<file path="config.mk">
export PLATFORM = sky130hd
export DESIGN_NAME = quad_phase_fetch_execute
export DESIGN_NICKNAME = d
export VERILOG_FILES = /design/src/design/qpfe_pkg.sv /design/src/design/phase_gen.sv /design/src/design/quad_phase_fetch_execute.sv
export SDC_FILE = /design/constraint.sdc
export NUM_CORES = 1
export LEC_CHECK = 0
export ABC_CLOCK_PERIOD_IN_PS = 2300
export BUFFER_PORTS_ARGS = -buffer_cell sky130_fd_sc_hd__buf_4
export CAP_MARGIN = 20
export CORE_MARGIN = 3
export CORE_UTILIZATION = 53
export DETAILED_ROUTE_END_ITERATION = 7
export PLACE_DENSITY = 0.78
export RECOVER_POWER = 100
export SLEW_MARGIN = 10
export SYNTH_ARGS = -nofsm -noshare
export SYNTH_HDL_FRONTEND = slang
export SYNTH_SLANG_ARGS = --single-unit
</file>
<file path="constraint.sdc">
create_clock -name mclk -period 2.3 [get_ports mclk]
set_clock_uncertainty 0.2 [all_clocks]
set_input_delay 0.23 -clock mclk [delete_from_list [all_inputs] [get_ports mclk]]
set_output_delay 0.23 -clock mclk [all_outputs]
set_load 0.05 [all_outputs]
</file>
<file path="src/design/qpfe_pkg.sv">
// Constants and types for the four-phase fetch/execute pipeline control
// Operation
// - Oscillator clock divided by four into four non-overlapping phases in fixed order.
// - One instruction cycle is exactly one pass through phases one to four.
// - Program counter increments in phase one, starting a fetch cycle.
// - Instruction word read and captured into fetch latch in phase four.
// - Fetch overlaps execute; non-branching instructions complete one per cycle.
// - Fetched word moves to instruction register in phase one, executes phases two-four.
// - Operand read in phase two, destination written in phase four.
// - Program-counter-changing instructions take two cycles; all others take one.
// - Taken branch discards prefetched word; target fetched in extra cycle.
package qpfe_pkg;
  localparam int          PC_W      = 13;
  localparam int          INSTR_W   = 14;
  localparam logic [12:0] RESET_PC  = 13'h0000;
  localparam logic [13:0] NOP_WORD  = 14'h0000;
  localparam logic [12:0] PC_STEP   = 13'h0001;

  typedef enum logic [1:0] {
    PH_ONE,
    PH_TWO,
    PH_THREE,
    PH_FOUR
  } phase_t;
endpackage : qpfe_pkg

</file>
<file path="src/design/phase_gen.sv">
// Four-phase divider producing one-cycle phase enables
`timescale 1ns/1ps
module phase_gen
  import qpfe_pkg::*;
(
  input  wire logic mclk,
  input  wire logic rstn,
  output logic      phase_one,
  output logic      phase_two,
  output logic      phase_three,
  output logic      phase_four
);
  typedef struct packed {
    phase_t ph;
  } pg_state_t;

  pg_state_t s_q;
  pg_state_t s_d;

  always_comb begin
    s_d = s_q;
    case (s_q.ph)
      PH_ONE:   s_d.ph = PH_TWO;
      PH_TWO:   s_d.ph = PH_THREE;
      PH_THREE: s_d.ph = PH_FOUR;
      PH_FOUR:  s_d.ph = PH_ONE;
      default:  s_d.ph = PH_ONE;
    endcase
  end

  always_ff @(posedge mclk or negedge rstn) begin
    if (!rstn) begin
      s_q.ph <= PH_ONE;
    end else begin
      s_q <= s_d;
    end
  end

  // Decoded from state; exactly one phase active per cycle
  assign phase_one   = (s_q.ph == PH_ONE);
  assign phase_two   = (s_q.ph == PH_TWO);
  assign phase_three = (s_q.ph == PH_THREE);
  assign phase_four  = (s_q.ph == PH_FOUR);

  property p_phase_order;
    @(posedge mclk) disable iff (!rstn)
      phase_one |=> phase_two ##1 phase_three ##1 phase_four ##1 phase_one;
  endproperty
  a_phase_order: assert property (p_phase_order)
    else $error("phase order broken");

  property p_one_hot;
    @(posedge mclk) disable iff (!rstn)
      $onehot({phase_one, phase_two, phase_three, phase_four});
  endproperty
  a_one_hot: assert property (p_one_hot)
    else $error("phases overlap");
endmodule : phase_gen

</file>
<file path="src/design/quad_phase_fetch_execute.sv">
// Two-stage fetch/execute pipeline sequenced by four phase enables
`timescale 1ns/1ps
module quad_phase_fetch_execute
  import qpfe_pkg::*;
#(
  parameter int ADDR_W = PC_W,
  parameter int WORD_W = INSTR_W
) (
  input  wire logic              mclk,
  input  wire logic              rstn,
  input  wire logic [WORD_W-1:0] prog_rdata,
  input  wire logic              branch_taken,
  input  wire logic [ADDR_W-1:0] branch_target,
  output logic [ADDR_W-1:0]      prog_addr,
  output logic                   prog_rd,
  output logic [WORD_W-1:0]      instr_word,
  output logic                   exec_valid,
  output logic                   operand_rd,
  output logic                   dest_wr,
  output logic                   instr_done,
  output logic [1:0]             phase_out
);
  // Reset and step constants are sized by the package, so other widths cannot be served
  if (ADDR_W != PC_W || WORD_W != INSTR_W) begin : g_bad_width
    $error("widths must match package");
  end

  logic phase_one;
  logic phase_two;
  logic phase_three;
  logic phase_four;

  phase_gen u_phase (
    .mclk        (mclk),
    .rstn        (rstn),
    .phase_one   (phase_one),
    .phase_two   (phase_two),
    .phase_three (phase_three),
    .phase_four  (phase_four)
  );

  typedef struct packed {
    logic [ADDR_W-1:0] pc;
    logic [ADDR_W-1:0] fetch_pc;
    logic [WORD_W-1:0] fetch_latch;
    logic              fetch_valid;
    logic [WORD_W-1:0] ir;
    logic        ir_valid;
    logic        flush;
    logic        prog_rd;
    logic        operand_rd;
    logic        dest_wr;
    logic        done;
    logic [1:0]  ph;
  } core_state_t;

  core_state_t s_q;
  core_state_t s_d;

  ////////////////////////////////////////////////////////////////////////////
  // Next state
  always_comb begin
    s_d            = s_q;
    s_d.prog_rd    = 1'b0;
    s_d.operand_rd = 1'b0;
    s_d.dest_wr    = 1'b0;
    s_d.done       = 1'b0;
    s_d.ph         = {phase_three | phase_four, phase_two | phase_four};
    if (phase_one) begin
      // Fetch stage: address held through the cycle, then step
      s_d.fetch_pc = s_q.pc;
      s_d.pc       = s_q.pc + PC_STEP;
      // Execute stage takes the prefetched word; a flushed one is dropped
      s_d.ir       = s_q.fetch_latch;
      s_d.ir_valid = s_q.fetch_valid & ~s_q.flush;
      s_d.flush    = 1'b0;
    end
    if (phase_two && s_q.ir_valid) begin
      s_d.operand_rd = 1'b1;
    end
    if (phase_three) begin
      s_d.prog_rd = 1'b1;
    end
    if (phase_four) begin
      s_d.fetch_latch = prog_rdata;
      s_d.fetch_valid = 1'b1;
      if (s_q.ir_valid) begin
        s_d.dest_wr = 1'b1;
        s_d.done    = 1'b1;
        // Branch redirects the counter; the word fetched now is stale
        if (branch_taken) begin
          s_d.pc    = branch_target;
          s_d.flush = 1'b1;
        end
      end
    end
  end

  always_ff @(posedge mclk or negedge rstn) begin
    if (!rstn) begin
      s_q.pc          <= RESET_PC;
      s_q.fetch_pc    <= RESET_PC;
      s_q.fetch_latch <= NOP_WORD;
      s_q.fetch_valid <= 1'b0;
      s_q.ir          <= NOP_WORD;
      s_q.ir_valid    <= 1'b0;
      s_q.flush       <= 1'b0;
      s_q.prog_rd     <= 1'b0;
      s_q.operand_rd  <= 1'b0;
      s_q.dest_wr     <= 1'b0;
      s_q.done        <= 1'b0;
      s_q.ph          <= 2'h0;
    end else begin
      s_q <= s_d;
    end
  end

  ////////////////////////////////////////////////////////////////////////////
  // Outputs, all registered
  assign prog_addr  = s_q.fetch_pc;
  assign prog_rd    = s_q.prog_rd;
  assign instr_word = s_q.ir;
  assign exec_valid = s_q.ir_valid;
  assign operand_rd = s_q.operand_rd;
  assign dest_wr    = s_q.dest_wr;
  assign instr_done = s_q.done;
  assign phase_out  = s_q.ph;

  ////////////////////////////////////////////////////////////////////////////
  // Checks
  property p_pc_step;
    @(posedge mclk) disable iff (!rstn)
      (phase_one && !$past(phase_four && s_q.ir_valid && branch_taken))
        |=> s_q.pc == $past(s_q.pc) + PC_STEP;
  endproperty
  a_pc_step: assert property (p_pc_step)
    else $error("pc did not step in phase one");

  property p_latch;
    @(posedge mclk) disable iff (!rstn)
      phase_four |=> s_q.fetch_latch == $past(prog_rdata);
  endproperty
  a_latch: assert property (p_latch)
    else $error("fetch latch missed word");

  property p_ir_load;
    @(posedge mclk) disable iff (!rstn)
      phase_one |=> s_q.ir == $past(s_q.fetch_latch);
  endproperty
  a_ir_load: assert property (p_ir_load)
    else $error("ir not loaded in phase one");

  property p_operand;
    @(posedge mclk) disable iff (!rstn)
      operand_rd |-> exec_valid ##2 dest_wr;
  endproperty
  a_operand: assert property (p_operand)
    else $error("operand/dest timing wrong");

  property p_throughput;
    @(posedge mclk) disable iff (!rstn)
      (instr_done && s_q.fetch_valid && !$past(branch_taken)) |-> ##4 instr_done;
  endproperty
  a_throughput: assert property (p_throughput)
    else $error("non-branch did not complete next cycle");

  property p_branch_flush;
    @(posedge mclk) disable iff (!rstn)
      (phase_four && s_q.ir_valid && branch_taken)
        |=> ##1 !exec_valid [*4] ##1 exec_valid;
  endproperty
  a_branch_flush: assert property (p_branch_flush)
    else $error("prefetched word not discarded");

  property p_branch_target;
    @(posedge mclk) disable iff (!rstn)
      (phase_four && s_q.ir_valid && branch_taken)
        |=> ##1 prog_addr == $past(branch_target, 2);
  endproperty
  a_branch_target: assert property (p_branch_target)
    else $error("target not fetched in extra cycle");

  property p_reset_empty;
    @(posedge mclk) $rose(rstn) |-> !exec_valid && !dest_wr;
  endproperty
  a_reset_empty: assert property (p_reset_empty)
    else $error("execute stage not empty after reset");
endmodule : quad_phase_fetch_execute

</file>
==> flow_summary.yaml, run 1 <==
grt:
  grt_max_degree: 65
  grt-ovfl-total: 0
  grt_pass1_vias: 1794
  antenna_found_initial: 0
  grt_pass1_wl_um: 8670
  grtUsageTotal: 0.182
run_status:
  status: "finished, final reports clean"
floorplan:
  initial_core_util: 0.552
  dieArea_sq_um: 6300
  fp.dieW_um: 79.4
  die_h_um: 79.4
  coreArea_sq_um: 5170
  num_rows: 26
  io_pins: 64
final_layout:
  nNetsFinal: 329
  drive_gt1_frac: 0.328
  stdcell_count: 369
  num_antenna_cells: 0
  synthToLayoutAreaGrowth_pct: 24.3
  fin_util: 0.686
power:
  vdd_drop_max_mv: 0.627
  power_uw: 2990
  p_leak_uw: 0.00149
  power.density_nw_per_um2: 842
yosys:
  synth-xor-area-share: 0.0123
  synth_compound_area_frac: 0.0522
  ys_ff_latch: 64
  syn_area_per_cell_sq_um: 12.7
  yosysSeqAreaShare: 0.561
  synthSimpleGateAreaFrac: 0.0899
  synth_fa_ha_area_frac: 0.0219
  post_synth_num_cell_types: 29
  synth_cells: 224
  synth_top_family_by_area: "multiplexers"
  syn_area_sq_um: 2850
  synth_nets: 259
  synthMuxAreaShare: 0.165
  yosysWarnings: 0
critical_path:
  worst-path-max-fanout: 18
  critPathKind: "flop to flop"
  required_ns: 2.29
  crit_arrival_ns: 2.10
  reg2reg_slack_ns: 0.19
  worstSetupStartpointType: "flop"
  cp-end-kind: "flop"
timing:
  finalSetupViolCount: 0
  hold_ws_ns: 0.259
  fin_setup_tns_ns: 0
  rsz0062_at_grt: "false"
  finalCriticalPeriod_ns: 2.11
  finalCritPeriodShare: 0.918
  slew_headroom: 0.00485
  hold_viol: 0
  max_freq_ghz: 0.474
  tightest_slew_ns: 1.49
  drv_slew: 0
detailed_routing:
  route.vias.total: 1904
  drcViolationCount: 0
  drtIter0Drc: 193
  drtPass1Iterations: 4
  detail-route-antenna-nets: 0
  avgViaCountPerCell: 5.16
  wl_per_cell_um: 14.6
  routed_wl_um: 5380
clocking:
  cts_tree: "built"
  clock-sinks: 64
  root_buffer: "clkbuf_8"
  cts_buffer_depth: 2
  cts.reportedPaths.clkPinSlew_ns: 0.07
  htreeDepth: 3
  post_cts_buffers: 0
  cts_buffers: 9
  clk_latency_ns: 0.31
placed_design:
  io_buffers: 63
  gp_congestion: 0.847
  dp_hpwl_um: 3390
  dp.cells: 323
min_path:
  hold_class: "flop to flop"
run:
  cap_viol_max_count: 0
-- metal layers --
metal  vias to the layer above  GRT usage  routed length, um
met3                         6     0.0363                232
met4                         0     0.0842                 82
met2                        50      0.295               2660
met5                         -          0                  0
li1                        912          -                  -
met1                       936      0.235               2410
-- worst paths after layout --
kind / from / endpoint / depth (start not counted)
worst max-delay path: u_phase.s_q[0] / s_q[62] / 6
worst min-delay path: s_q[6] / exec_valid / 1
worst max register to register: u_phase.s_q[0] / s_q[62] / 6
worst min register to register: s_q[6] / exec_valid / 1
max in group asynchronous: rstn / s_q[51] / 2
min in group asynchronous: rstn / prog_addr[6] / 2
-- power by group --
group          internal (uW)  switching (uW)
Clock                    528             401
Sequential              1270             166
Combinational            220             399
Total                   2020             966
-- cell type report --
| cell class | instances | area, sq um |
|---|---|---|
| clock buffers | 11 | 141 |
| clock inverters | 5 | 56.3 |
| fillers | 401 | 1630 |
| inverters | 4 | 15.0 |
| multi-input cells | 118 | 975 |
| flip-flops and latches | 64 | 1600 |
| well taps | 70 | 87.6 |
| repair buffers | 97 | 671 |
-- registers in the layout, indices dropped and copies added, names as in the netlist --
register / flops
s_q: 29
instr_word: 14
prog_addr: 13
phase_out: 2
u_phase.s_q: 2
dest_wr: 1
exec_valid: 1
operand_rd: 1
prog_rd: 1
-- placed cells by master (no fill, tap or decap), types with 5 or more instances in the layout --
master | netlist | layout
ha_1 | 5 | 5
mux2_2 | 41 | 41
dfrtp_1 | 64 | 64
or4_1 | 6 | 6
buf_4 | 30 | 31
a31oi_1 | 6 | 6
a21oi_1 | 5 | 5
clkbuf_1 | 2 | 35
nor2_1 | 11 | 11
dlygate4sd3_1 | 0 | 30
nand3_1 | 7 | 7
nand4_1 | 6 | 6
clkbuf_8 | 0 | 10
-- cells in the mapped netlist (all sizes together) --
cell type  instances  share of area
nand4              7          0.021
a31oi              6          0.013
clkbuf             2         0.0026
a31o               2         0.0061
nor2              11          0.014
o21ai              3         0.0053
or4                6          0.016
a21oi              5         0.0088
ha                 5          0.022
buf               36          0.089
dfrtp             64           0.56
inv                4         0.0053
o311ai             2         0.0061
mux2              41           0.16
and2               2         0.0044
or2                4         0.0088
o22ai              1         0.0022
o31ai              4          0.011
xnor2              1         0.0031
or3                2         0.0048
nand2              4         0.0053
xor2               3         0.0092
nand3              8          0.016
mux2i              1         0.0035
-- metrics by stage --
stage | area [sq um] | setup slack (ns)
floorplan | 2850 | 0.575
global placement | 3180 | 0.484
detailed placement | 3180 | 0.426
global route | 3550 | 0.0695
CTS | 3670 | 0.200
finish | 3550 | 0.188
-- logic make-up (layout without fill, tap and decap cells) --
family / after synthesis / in the layout
adders and majority gates: 5 / 5
and+or+nand+nor: 44 / 44
AOI/OAI and AO/OA: 23 / 23
muxes: 42 / 42
DFF: 64 / 64
xor gates and xnor gates: 4 / 4
buffers and inverters: 42 / 117
-- timing repair --
action,4_1_cts,5_1_grt
hold buffers,29,1
gates resized for setup,0,0
endpoints found under the hold margin,91,1
-- worst max-delay path, stage by stage (launching register included) --
cell and delay, ns:
dfrtp_1 0.40, ha_1 0.24, buf_4 0.23, and2_0 0.22, nand3_1 0.09, dlygate4sd3_1 0.54
nand3_1 0.07
No activity file was read; power rests on OpenSTA's default activity.
==> run 2, diff against run 1 <==
--- a/config.mk
+++ b/config.mk
@@ -11,6 +11,7 @@
 export CORE_MARGIN = 3
 export CORE_UTILIZATION = 53
 export DETAILED_ROUTE_END_ITERATION = 7
+export GPL_TIMING_DRIVEN = 0
 export PLACE_DENSITY = 0.78
 export RECOVER_POWER = 100
 export SLEW_MARGIN = 10
==> flow_summary.yaml, run 2 (synthesis results as in run 1) <==
final_layout:
  largest_register_ffs: 29
  final_common_cell: "dfrtp_1"
  mostFrequentLayoutCells: "64 x dfrtp_1, 58 x buf_4, 41 x mux2_2"
  nNetsFinal: 363
  fin_util: 0.724
  regMostFlops: "s_q"
  drive_gt1_frac: 0.379
  num_antenna_cells: 0
  fillerInstances: 391
  synthToLayoutAreaGrowth_pct: 31.2
power:
  vdd_drop_max_mv: 0.588
  p_leak_uw: 0.00162
  power.density_nw_per_um2: 783
clocking:
  clk_latency_ns: 0.32
  root_buffer: "clkbuf_8"
  cts_buffer_depth: 2
  cts_buffers: 9
  postCtsResizedCells: 0
  cts.reportedPaths.clkPinSlew_ns: 0.06
  clock-sinks: 64
  cts_tree: "built"
  htreeDepth: 3
detailed_routing:
  wl_met3_um: 239
  drtIter0Drc: 80
  routed_wl_um: 5630
  drtPass1Iterations: 4
  route.vias.total: 2016
  wl_met1_um: 2330
  wl_met2_um: 2930
  maxUsedRoutingLayer: "met4"
  detail-route-antenna-nets: 0
  avgViaCountPerCell: 5.04
  drcViolationCount: 0
  wl_per_cell_um: 14.1
floorplan:
  num_rows: 26
  dieArea_sq_um: 6300
  coreArea_sq_um: 5170
  fp.dieW_um: 79.4
  die_h_um: 79.4
  initial_core_util: 0.552
  io_pins: 64
critical_path:
  cp-end-kind: "flop"
  reg2reg_slack_ns: 0.20
  worstSetupStartpointType: "flop"
  critPathKind: "flop to flop"
  crit_arrival_ns: 2.08
  worst-path-max-fanout: 10
  required_ns: 2.28
run:
  cap_viol_max_count: 0
placed_design:
  dp_hpwl_um: 3630
  io_buffers: 63
  gp_congestion: 0.842
run_status:
  status: "finished, final reports clean"
timing:
  tightest_slew_ns: 1.34
  finalSetupViolCount: 0
  finalCriticalPeriod_ns: 2.10
  hold_viol: 0
  slew_headroom: 0.105
  rsz0062_at_grt: "false"
  fin_setup_tns_ns: 0
  finalCritPeriodShare: 0.912
  drv_slew: 0
  max_freq_ghz: 0.477
grt:
  grt-ovfl-total: 0
  grt_pass1_wl_um: 9500
  grt_pass1_vias: 2062
  grt_max_degree: 65
  grtUsageTotal: 0.199
  antenna_found_initial: 0
min_path:
  hold_class: "primary input to flop"
-- run 2: worst paths after layout --
kind,from,end,depth (start not counted)
max,u_phase.s_q[0],s_q[61],6
min,branch_taken,s_q[62],4
max reg2reg,u_phase.s_q[0],s_q[61],6
min reg2reg,s_q[6],exec_valid,1
max in group asynchronous,rstn,s_q[6],2
min in group asynchronous,rstn,prog_addr[7],2
-- run 2: final cells by class --
cell class	count	area [sq um]	share of cell area
buffer	38	260	0.0695
clock buffer	12	155	0.0415
clock inverter	1	5.00	0.00134
inverter	4	15.0	0.00401
multi-input combinational	118	975	0.260
sequential	64	1600	0.428
tap	70	87.6	0.0234
timing repair buffer	93	643	0.172
-- run 2: layer usage --
layer | vias to the layer above | GRT usage
met3 | 10 | 0.0295
met1 | 973 | 0.235
met4 | 0 | 0.0997
li1 | 972 | -
met5 | - | 0
met2 | 61 | 0.351
-- run 2: what timing repair did --
action / CTS / global route
buffers inserted: 0 / 0
endpoints found under the hold margin: 91 / 0
hold buffers: 30 / 0
-- run 2: where the power goes --
group | leakage (uW) | internal, uW | switching [uW] | total (uW)
clock | 0.0000842 | 430 | 364 | 795
sequential | 0.000751 | 1270 | 162 | 1430
combinational | 0.000788 | 290 | 412 | 702
-- run 2: worst max-delay path: stages (launching register included) --
cell and delay, ns:
dfrtp_1 0.39, ha_1 0.23, buf_2 0.20, and2_0 0.22
nand3_1 0.10, dlygate4sd3_1 0.55, nand3_1 0.07
-- run 2: through the flow --
step / setup slack, ns / instances / hold slack (ns) / area [sq um] / total power [uW]
floorplan: 0.575 / 224 / -0.266 / 2850 / 1950
global placement: 0.330 / 357 / 0.161 / 3410 / 2160
detailed placement: 0.308 / 357 / 0.169 / 3410 / 2180
CTS: 0.221 / 400 / 0.138 / 3870 / 3030
global route: 0.0590 / 400 / 0.180 / 3740 / 3080
finish: 0.202 / 400 / 0.156 / 3740 / 2930
